--- config.mk ---
export PLATFORM = sky130hd
export DESIGN_NAME = wake_timer
export DESIGN_NICKNAME = d
export VERILOG_FILES = /design/src/rtl/wake_timer_pkg.sv /design/src/rtl/wake_timer.sv
export SDC_FILE = /design/constraint.sdc
export NUM_CORES = 1
export LEC_CHECK = 0
export BUFFER_PORTS_ARGS = -buffer_cell sky130_fd_sc_hd__buf_2
export CAP_MARGIN = 20
export CORE_AREA = 2 2 178 180
export CTS_BUF_LIST = sky130_fd_sc_hd__clkbuf_8
export DETAILED_ROUTE_END_ITERATION = 10
export DIE_AREA = 0 0 180 182
export PLACE_DENSITY_LB_ADDON = 0.2
export SETUP_SLACK_MARGIN = 0.02
export SYNTH_ARGS = -nofsm -noshare
export SYNTH_HDL_FRONTEND = slang
export SYNTH_SLANG_ARGS = --single-unit
export TNS_END_PERCENT = 100
--- constraint.sdc ---
create_clock -name clk_sys_i -period 12 [get_ports clk_sys_i]
set_input_delay 2.4 -clock clk_sys_i [delete_from_list [all_inputs] [get_ports clk_sys_i]]
set_output_delay 2.4 -clock clk_sys_i [all_outputs]
set_load 0.05 [all_outputs]
--- src/rtl/wake_timer_pkg.sv ---
// Constants, register map and carrier types of the sleep wake-up timer
package wake_timer_pkg;
    // Clock and low-frequency time base
    localparam int CLK_SYS_HZ     = 250_000_000;
    localparam int LF_CLOCK_HZ    = 32_768;
    localparam int LF_TICK_CYCLES = CLK_SYS_HZ / LF_CLOCK_HZ;
    localparam int UNIT_TICKS_LOG = 2;
    // Register offsets
    localparam logic [6:0] ADDR_IRQ_STATUS_1   = 7'h03;
    localparam logic [6:0] ADDR_IRQ_STATUS_2   = 7'h04;
    localparam logic [6:0] ADDR_IRQ_ENABLE_2   = 7'h06;
    localparam logic [6:0] ADDR_OP_CONTROL_1   = 7'h07;
    localparam logic [6:0] ADDR_OP_CONTROL_2   = 7'h08;
    localparam logic [6:0] ADDR_PERIOD_EXP     = 7'h14;
    localparam logic [6:0] ADDR_MANT_HIGH      = 7'h15;
    localparam logic [6:0] ADDR_MANT_LOW       = 7'h16;
    localparam logic [6:0] ADDR_COUNT_HIGH     = 7'h17;
    localparam logic [6:0] ADDR_COUNT_LOW      = 7'h18;
    localparam logic [6:0] ADDR_DUTY_ON        = 7'h19;
    // Field positions
    localparam int WAKE_STATUS_BIT   = 3;
    localparam int WAKE_IRQ_EN_BIT   = 3;
    localparam int WAKE_TIMER_EN_BIT = 5;
    localparam int XTAL_SEL_BIT      = 4;
    localparam int RX_ON_BIT         = 2;
    localparam int PLL_ON_BIT        = 1;
    localparam int XTAL_ON_BIT       = 0;
    localparam int DUTY_MODE_BIT     = 2;
    localparam int EXP_MSB           = 5;
    localparam int EXP_LSB           = 2;
    // Reset values
    localparam logic [7:0] IRQ_ENABLE_2_RST = 8'h03;
    localparam logic [7:0] OP_CONTROL_1_RST = 8'h01;
    localparam logic [7:0] OP_CONTROL_2_RST = 8'h00;
    localparam logic [7:0] PERIOD_EXP_RST   = 8'h00;
    localparam logic [7:0] MANT_RST         = 8'h00;
    localparam logic [7:0] DUTY_ON_RST      = 8'h00;
    // Serial frame: direction bit, 7 address bits, 8 data bits
    localparam int FRAME_BITS = 16;
    localparam int ADDR_BITS  = 8;

    typedef struct packed {
        logic       write;
        logic [6:0] addr;
        logic [7:0] data;
    } reg_access_type;

    typedef enum {DUTY_IDLE, DUTY_LISTEN, DUTY_EXTEND} duty_state_type;
endpackage : wake_timer_pkg

--- src/rtl/wake_timer.sv ---
// Sleep wake-up timer with duty-cycled listening and serial register port
//
// Function
// - Wake timer ticks from internal 32.768 kHz RC oscillator by default.
// - With timer enabled during sleep, count the programmed period.
// - On expiry set the wake-timer interrupt request if enabled.
// - Live 16-bit count readable at offsets 17 (high) and 18 (low).
// - Period is 4 times mantissa times two to the exponent, in 32.768 kHz ticks.
// - Offset 14 holds exponent in bits 5:2, fine divider in 1:0, reset zero.
// - Mantissa high byte at 15, low byte at 16, both reset zero.
// - Enabled expiry drives the active-low interrupt output low.
// - Enabled expiry leaves sleep and starts the main crystal oscillator.
// - With interrupt disabled expiry pulses a pin and, in duty mode, starts listening; control and flag unchanged.
// - Crystal select repurposes general pin zero as crystal connection.
// - Crystal select moves wake timer and duty mode onto the crystal.
// - No preamble and sync during a wake: back to sleep until next period.
// - Preamble and sync found: extend receiver on-time by listening duration.
// - Same exponent scales wake period and listening duration.
// - Listening duration field is held at offset 19h.
// - Control register 07h: timer enable bit 5, crystal select bit 4.
// - Interrupt enable register 06h: wake interrupt enable bit 3.
module wake_timer
    import wake_timer_pkg::*;
#(
    parameter int LF_DIV_CYCLES = LF_TICK_CYCLES
)(
    // Clock and reset
    input  wire logic clk_sys_i,
    input  wire logic rst_n_i,
    // Serial register port
    input  wire logic sel_n_i,
    input  wire logic sclk_i,
    input  wire logic sdi_i,
    output logic      sdo_o,
    output logic      sdo_oe_o,
    // Low-frequency crystal on general pin zero
    input  wire logic general_pin_zero_i,
    output logic      general_pin_zero_xtal_mode_o,
    // Receiver handshake
    input  wire logic preamble_valid_i,
    input  wire logic preamble_invalid_i,
    input  wire logic sync_found_i,
    // Status outputs
    output logic      interrupt_request_n_o,
    output logic      main_xtal_enable_o,
    output logic      rx_on_o,
    output logic      wake_expiry_pin_o
);
    // Pin synchronisers: 3 stages, value taken when stages 2 and 3 agree
    localparam int NPIN = 4;
    // Reset to the idle pin levels so that no false edge follows reset
    localparam logic [NPIN-1:0] PIN_IDLE = 4'h1;
    logic [NPIN-1:0] pin_raw;
    logic [NPIN-1:0] pin_flt_ff;
    logic [NPIN-1:0] pin_prev_ff;
    assign pin_raw = {general_pin_zero_i, sdi_i, sclk_i, sel_n_i};

    for (genvar g = 0; g < NPIN; g++)
    begin : g_sync
        logic [2:0] stage_ff;
        always_ff @(posedge clk_sys_i)
        begin
            if (!rst_n_i)
            begin
                stage_ff       <= {3{PIN_IDLE[g]}};
                pin_flt_ff[g]  <= PIN_IDLE[g];
                pin_prev_ff[g] <= PIN_IDLE[g];
            end
            else
            begin
                stage_ff       <= {stage_ff[1:0], pin_raw[g]};
                pin_prev_ff[g] <= pin_flt_ff[g];
                if (stage_ff[1] == stage_ff[2])
                    pin_flt_ff[g] <= stage_ff[2];
            end
        end
    end

    logic sel_active, sclk_rise, sclk_fall, xtal_rise, sel_start;
    assign sel_active = !pin_flt_ff[0];
    assign sel_start  = pin_prev_ff[0] && !pin_flt_ff[0];
    assign sclk_rise  = !pin_prev_ff[1] && pin_flt_ff[1];
    assign sclk_fall  = pin_prev_ff[1] && !pin_flt_ff[1];
    assign xtal_rise  = !pin_prev_ff[3] && pin_flt_ff[3];

    // Registers and serial port state
    logic [7:0]  ctrl1_ff, nxt_ctrl1, ctrl2_ff, nxt_ctrl2, irq_en_ff, nxt_irq_en;
    logic [7:0]  exp_cfg_ff, nxt_exp_cfg, duty_on_ff, nxt_duty_on;
    logic [15:0] mant_ff, nxt_mant, shift_ff, nxt_shift;
    logic [4:0]  bit_cnt_ff, nxt_bit_cnt;
    logic [7:0]  rd_shift_ff, nxt_rd_shift;
    logic        sdo_ff, nxt_sdo, wake_flag_ff, nxt_wake_flag;
    reg_access_type acc;

    // Timer state
    logic [31:0] lf_div_ff, nxt_lf_div;
    logic [17:0] pre_ff, nxt_pre;
    logic [15:0] count_ff, nxt_count;
    logic [7:0]  duty_cnt_ff, nxt_duty_cnt;
    duty_state_type duty_ff, nxt_duty;
    logic        irq_n_ff, nxt_irq_n, expiry_pin_ff, nxt_expiry_pin;
    logic        sdo_oe_ff, xtal_mode_ff, xtal_en_ff, rx_on_ff;

    logic [3:0]  exponent;
    logic        sleeping, timer_run, lf_tick, unit_done, expire, xtal_sel;
    logic [17:0] unit_last;

    function automatic logic [7:0] read_reg(input logic [6:0] addr);
        unique case (addr)
            ADDR_IRQ_STATUS_1: read_reg = 8'h00;
            ADDR_IRQ_STATUS_2: read_reg = {4'h0, wake_flag_ff, 3'h0};
            ADDR_IRQ_ENABLE_2: read_reg = irq_en_ff;
            ADDR_OP_CONTROL_1: read_reg = ctrl1_ff;
            ADDR_OP_CONTROL_2: read_reg = ctrl2_ff;
            ADDR_PERIOD_EXP:   read_reg = exp_cfg_ff;
            ADDR_MANT_HIGH:    read_reg = mant_ff[15:8];
            ADDR_MANT_LOW:     read_reg = mant_ff[7:0];
            ADDR_COUNT_HIGH:   read_reg = count_ff[15:8];
            ADDR_COUNT_LOW:    read_reg = count_ff[7:0];
            ADDR_DUTY_ON:      read_reg = duty_on_ff;
            default:           read_reg = 8'h00;
        endcase
    endfunction : read_reg

    assign exponent  = exp_cfg_ff[EXP_MSB:EXP_LSB];
    assign xtal_sel  = ctrl1_ff[XTAL_SEL_BIT];
    assign sleeping  = ctrl1_ff[2:0] == 3'h0;
    assign timer_run = ctrl1_ff[WAKE_TIMER_EN_BIT] && (sleeping || duty_ff != DUTY_IDLE);
    // Tick source swaps from the RC divider to the crystal edges
    assign lf_tick   = xtal_sel ? xtal_rise : (lf_div_ff == 32'(LF_DIV_CYCLES - 1));
    // One unit is 4 << exponent ticks; shared by period and duration
    assign unit_last = 18'((18'h1 << (UNIT_TICKS_LOG + 32'(exponent))) - 18'h1);
    assign unit_done = lf_tick && pre_ff == unit_last;
    assign expire    = timer_run && unit_done && mant_ff != 16'h0
                       && count_ff == 16'(mant_ff - 16'h1);

    // Register file and serial port
    always_comb
    begin
        nxt_ctrl1     = ctrl1_ff;
        nxt_ctrl2     = ctrl2_ff;
        nxt_irq_en    = irq_en_ff;
        nxt_exp_cfg   = exp_cfg_ff;
        nxt_duty_on   = duty_on_ff;
        nxt_mant      = mant_ff;
        nxt_shift     = shift_ff;
        nxt_bit_cnt   = bit_cnt_ff;
        nxt_rd_shift  = rd_shift_ff;
        nxt_sdo       = sdo_ff;
        nxt_wake_flag = wake_flag_ff;
        acc           = reg_access_type'(shift_ff);
        if (sel_start)
            nxt_bit_cnt = 5'h0;
        else if (sel_active && sclk_rise && bit_cnt_ff < 5'(FRAME_BITS))
        begin
            nxt_shift   = {shift_ff[14:0], pin_flt_ff[2]};
            nxt_bit_cnt = 5'(bit_cnt_ff + 5'h1);
            acc         = reg_access_type'(nxt_shift);
            if (nxt_bit_cnt == 5'(ADDR_BITS) && !nxt_shift[7])
            begin
                nxt_rd_shift = read_reg(nxt_shift[6:0]);
                // Reading status releases the flag
                if (nxt_shift[6:0] == ADDR_IRQ_STATUS_2)
                    nxt_wake_flag = 1'b0;
            end
            if (nxt_bit_cnt == 5'(FRAME_BITS) && acc.write)
            begin
                unique case (acc.addr)
                    ADDR_IRQ_ENABLE_2: nxt_irq_en      = acc.data;
                    ADDR_OP_CONTROL_1: nxt_ctrl1       = acc.data;
                    ADDR_OP_CONTROL_2: nxt_ctrl2       = acc.data;
                    ADDR_PERIOD_EXP:   nxt_exp_cfg     = {2'h0, acc.data[5:0]};
                    ADDR_MANT_HIGH:    nxt_mant[15:8]  = acc.data;
                    ADDR_MANT_LOW:     nxt_mant[7:0]   = acc.data;
                    ADDR_DUTY_ON:      nxt_duty_on     = acc.data;
                    default:           nxt_mant        = mant_ff;
                endcase
            end
        end
        else if (sel_active && sclk_fall && bit_cnt_ff >= 5'(ADDR_BITS))
        begin
            nxt_sdo      = rd_shift_ff[7];
            nxt_rd_shift = {rd_shift_ff[6:0], 1'b0};
        end
        // Expiry sets after any clear so a coincident read never loses it
        if (expire && irq_en_ff[WAKE_IRQ_EN_BIT])
        begin
            nxt_wake_flag          = 1'b1;
            nxt_ctrl1[XTAL_ON_BIT] = 1'b1;
        end
    end

    // Timer, duty-cycle sequencer and outputs
    always_comb
    begin
        nxt_lf_div     = lf_tick || xtal_sel ? 32'h0 : 32'(lf_div_ff + 32'h1);
        nxt_pre        = pre_ff;
        nxt_count      = count_ff;
        nxt_duty       = duty_ff;
        nxt_duty_cnt   = duty_cnt_ff;
        nxt_expiry_pin = expire && !irq_en_ff[WAKE_IRQ_EN_BIT];
        nxt_irq_n      = !(nxt_wake_flag && irq_en_ff[WAKE_IRQ_EN_BIT]);
        if (!ctrl1_ff[WAKE_TIMER_EN_BIT])
        begin
            nxt_pre   = 18'h0;
            nxt_count = 16'h0;
        end
        else if (timer_run && lf_tick)
        begin
            nxt_pre = unit_done ? 18'h0 : 18'(pre_ff + 18'h1);
            if (expire)
                nxt_count = 16'h0;
            else if (unit_done)
                nxt_count = 16'(count_ff + 16'h1);
        end
        unique case (duty_ff)
            DUTY_IDLE:
                if (expire && ctrl2_ff[DUTY_MODE_BIT])
                begin
                    nxt_duty     = DUTY_LISTEN;
                    nxt_duty_cnt = 8'h0;
                end
            DUTY_LISTEN:
                if (preamble_valid_i && sync_found_i)
                begin
                    nxt_duty     = DUTY_EXTEND;
                    nxt_duty_cnt = 8'h0;
                end
                else if (preamble_invalid_i || (unit_done && duty_cnt_ff >= duty_on_ff))
                    nxt_duty = DUTY_IDLE;
                else if (unit_done)
                    nxt_duty_cnt = 8'(duty_cnt_ff + 8'h1);
            DUTY_EXTEND:
                if (unit_done && duty_cnt_ff >= duty_on_ff)
                    nxt_duty = DUTY_IDLE;
                else if (unit_done)
                    nxt_duty_cnt = 8'(duty_cnt_ff + 8'h1);
        endcase
    end

    always_ff @(posedge clk_sys_i)
    begin
        if (!rst_n_i)
        begin
            ctrl1_ff      <= OP_CONTROL_1_RST;
            ctrl2_ff      <= OP_CONTROL_2_RST;
            irq_en_ff     <= IRQ_ENABLE_2_RST;
            exp_cfg_ff    <= PERIOD_EXP_RST;
            duty_on_ff    <= DUTY_ON_RST;
            mant_ff       <= {MANT_RST, MANT_RST};
            shift_ff      <= 16'h0;
            bit_cnt_ff    <= 5'h0;
            rd_shift_ff   <= 8'h00;
            sdo_ff        <= 1'b0;
            wake_flag_ff  <= 1'b0;
            lf_div_ff     <= 32'h0;
            pre_ff        <= 18'h0;
            count_ff      <= 16'h0;
            duty_ff       <= DUTY_IDLE;
            duty_cnt_ff   <= 8'h0;
            irq_n_ff      <= 1'b1;
            expiry_pin_ff <= 1'b0;
            sdo_oe_ff     <= 1'b0;
            xtal_mode_ff  <= 1'b0;
            xtal_en_ff    <= 1'b0;
            rx_on_ff      <= 1'b0;
        end
        else
        begin
            ctrl1_ff      <= nxt_ctrl1;
            ctrl2_ff      <= nxt_ctrl2;
            irq_en_ff     <= nxt_irq_en;
            exp_cfg_ff    <= nxt_exp_cfg;
            duty_on_ff    <= nxt_duty_on;
            mant_ff       <= nxt_mant;
            shift_ff      <= nxt_shift;
            bit_cnt_ff    <= nxt_bit_cnt;
            rd_shift_ff   <= nxt_rd_shift;
            sdo_ff        <= nxt_sdo;
            wake_flag_ff  <= nxt_wake_flag;
            lf_div_ff     <= nxt_lf_div;
            pre_ff        <= nxt_pre;
            count_ff      <= nxt_count;
            duty_ff       <= nxt_duty;
            duty_cnt_ff   <= nxt_duty_cnt;
            irq_n_ff      <= nxt_irq_n;
            expiry_pin_ff <= nxt_expiry_pin;
            sdo_oe_ff     <= sel_active;
            xtal_mode_ff  <= nxt_ctrl1[XTAL_SEL_BIT];
            xtal_en_ff    <= nxt_ctrl1[XTAL_ON_BIT];
            rx_on_ff      <= nxt_duty != DUTY_IDLE || nxt_ctrl1[RX_ON_BIT];
        end
    end

    assign sdo_o                        = sdo_ff;
    assign sdo_oe_o                     = sdo_oe_ff;
    assign general_pin_zero_xtal_mode_o = xtal_mode_ff;
    assign interrupt_request_n_o        = irq_n_ff;
    assign main_xtal_enable_o           = xtal_en_ff;
    assign rx_on_o                      = rx_on_ff;
    assign wake_expiry_pin_o            = expiry_pin_ff;
endmodule : wake_timer

==> results.md <==
- Status: finished, final reports clean
- Final Critical Period: 5.13 ns
- Total Die Area: 0.0328 mm2
- Post_cts resized: 0
- Number of synthesized flops with an enable pin: 0
- Register area share after synthesis: 0.401
- Initial Util: 0.345
- CTS sink cnt: 214
- Worst relative slew slack: 0.291
- Crit Path Max Fanout: 28
- Commonest non-fill, non-tap cell in the layout: dfxtp_1
- CP Cell Sequence: ha_1 > and2_1 > a21oi_1 > nor2_1 > nand3_1 > ha_1 > or3b_1 > a2111oi_2 > o21ai_1 > a32oi_1 > nand4_1 > nor4_2 > a32oi_1 > or2_1 > and3_1
- HP Class: register to register
- Area grow syn2layout: 10.6%
- Worst setup SP type: register
- Root Buffer: clkbuf_8
- Antenna Nets Post-Route: 0
- Final period utilization: 0.428
- Synthesized cell area: 0.0107 mm2
- Clock Path Buffers: 3
- Diodes inserted: 0
- Initial drt markers: 486
- Die width: 180 um
- Final net count: 1,277
- TritonCTS Buffers: 40
- RSZ-0062 raised after global routing: no
- Grt ovf: 0
- Slowest stage delay, CP: 0.66 ns
- Vias in the first global route: 8,266
- Placer Congestion: 0.863
- Fin. Hold Viols: 0
- Slew @ Worst Pin: 1.05 ns
- CP arrival: 5.55 ns
- PwrDens: 122 mW/mm2
- Most frequent cells in the layout: dfxtp_1 (214), nor2_1 (170), nand2_1 (123), mux2i_1 (70), a21oi_1 (56)
- DRT Pass-1 Iters: 5
- Clock transition at path regs: 0.06 ns
- Final setup viols: 0
- Static Leak: 4.26 nW
- CP endpoint kind: register
- Slowest cell on crit path: dfxtp_1
- Storage cell area: 0.00428 mm2
- Post-CTS setup buffer count: 0
- Worst-skew pair later-pin latency: 0.55 ns
- GR Util All Layers: 0.163
- Synth Warn #: 0
- Core area: 0.0310 mm2
- I/O Buffers: 15
- Syn nets: 1,286
- Max-cap check violation count: 0
- Hold Buf Count CTS: 0
- # DRC: 0
- Synth async-reset ratio: 0
- Final Skew: 0.0292 ns
- Area of the multi-input gates: 0.00591 mm2
- Setup tns final: 0 ns
- Vias: 8,806
- Synth Area per Inst: 8.49 um2
- H-tree depth: 2
- IO Pins: 16
- Fin. max-slew vios: 0
- CTS tree: done
- CP Data Required Time: 12.42 ns
- Distinct cells, synth: 82
- Crit Path Class: register to register
- Layout cells sized above 1: 0.0854
- First-pass GRT wire length: 44.1 mm
- DR WL/cell: 16.1 um
- Top FF cell, synth: dfxtp_1
- Initial antenna violation count: 0
- Die H: 182 um
- Layout Utilization: 0.381
- Register bit total from synthesis: 214
- DPL Wire Length: 18.7 mm
- Post-Synthesis Cells: 1,258
- Largest vdd supply drop: 0.0000655 V
- Vias/cell: 5.24
- WL final: 27.0 mm
- Site Rows: 65
- Achievable clock frequency: 195 MHz
- Largest net degree at the start of global routing: 85
- Fillers: 3,116
==> state kept, by name, summed over array words and instances (netlist names) <==
| name | count |
|---|---|
| duty_ff | 32 |
| lf_div_ff | 32 |
| pre_ff | 18 |
| count_ff | 16 |
| mant_ff | 16 |
| shift_ff | 15 |
| g_sync.stage_ff | 12 |
| ctrl1_ff | 8 |
| ctrl2_ff | 8 |
| duty_cnt_ff | 8 |
| duty_on_ff | 8 |
| irq_en_ff | 8 |
| rd_shift_ff | 8 |
| exp_cfg_ff | 6 |
| bit_cnt_ff | 5 |
| pin_flt_ff | 4 |
| pin_prev_ff | 3 |
| interrupt_request_n_o | 1 |
| main_xtal_enable_o | 1 |
| rx_on_o | 1 |
| sdo_o | 1 |
| sdo_oe_o | 1 |
| wake_expiry_pin_o | 1 |
| wake_flag_ff | 1 |
==> per-layer routing <==
layer | wire [um] | global-route usage | vias up
met5 | 0 | 0 | -
met4 | 674 | 0.0517 | 0
met3 | 1260 | 0.0297 | 53
met2 | 12100 | 0.260 | 158
met1 | 13000 | 0.222 | 4177
li1 | - | - | 4418
==> synthesized netlist by cell type (6+ instances only) <==
master	count	area (um2)
xor2_1	54	473
and2_1	21	131
nor2_1	170	638
a222oi_1	6	60.1
xnor2_1	38	333
a31oi_1	10	62.6
and3_1	45	282
dfxtp_1	214	4280
clkbuf_1	53	199
nand2b_1	13	81.3
nor4_1	22	138
inv_1	37	139
or3_1	13	81.3
nand3_1	36	180
buf_2	13	65.1
nor4b_1	6	52.6
nand2_1	123	462
and3b_1	6	52.6
a21oi_1	56	280
ha_1	19	238
nand4_1	24	150
o21ai_0	28	140
mux2i_1	70	701
o31ai_1	6	45.0
nor3_1	26	130
a22oi_1	7	52.6
a221oi_1	7	61.3
nor2b_1	11	68.8
==> worst max-delay path, delay by kind of cell (launching register included) <==
kind,cells,cell delay (ns)
simple gates,8,2.45
compound gates,5,1.03
fa+ha+maj,2,0.87
flops,1,0.66
==> layout make-up <==
type                            count  share of cell area
Clock inverter                     20             0.00975
Multi-Input combinational cell    931               0.500
Timing Repair Buffer               25              0.0144
Inverter                           37              0.0118
Clock buffer                       50              0.0583
Tap cell                          402              0.0426
Sequential cell                   214               0.363
==> report_power, final <==
group	internal [mW]	switching (mW)	total [mW]
combinational	0.00512	0.0132	0.0184
sequential	0.714	0.00188	0.715
clock	0.396	0.311	0.707
total	1.11	0.326	1.44
==> per-stage QoR <==
step / power [mW] / setup slack, ns / hold slack [ns] / instances / cell area (um2)
after global placement: 0.748 / 7.12 / 0.388 / 1608 / 11000
final: 1.44 / 6.87 / 0.405 / 1679 / 11800
after detailed placement: 0.749 / 7.04 / 0.392 / 1608 / 11000
after floorplan: 0.742 / 8.09 / 0.386 / 1258 / 10700
after CTS: 1.47 / 7.02 / 0.405 / 1678 / 11800
after global routing: 1.50 / 6.53 / 0.451 / 1679 / 11800
==> kinds of logic (layout without fill, tap and decap cells) <==
group                    count (synthesis)  count (layout)  synth area share
multiplexers                            71              71            0.0667
AO/OA/AOI/OAI                          189             189             0.121
adder cells (fa/ha/maj)                 19              19            0.0223
buffers and inverters                  113             132            0.0455
XOR/XNOR                                93              93            0.0777
AND/OR/NAND/NOR                        559             559             0.266
flip-flops                             214             214             0.401
==> worst paths after layout <==
path	from	to	slack (ns)	depth (start not counted)
worst max register to register	exp_cfg_ff[3]$_SDFFE_PN0P_	duty_ff[3]$_SDFF_PN0_	6.87	15
worst min register to register	g_sync[0].stage_ff[0]$_SDFF_PN1_	g_sync[0].stage_ff[1]$_SDFF_PN1_	0.40	1
worst min-delay path	g_sync[0].stage_ff[0]$_SDFF_PN1_	g_sync[0].stage_ff[1]$_SDFF_PN1_	0.40	1
worst max-delay path	exp_cfg_ff[3]$_SDFFE_PN0P_	duty_ff[3]$_SDFF_PN0_	6.87	15
Note: power is estimated with default switching activity, not from simulation.
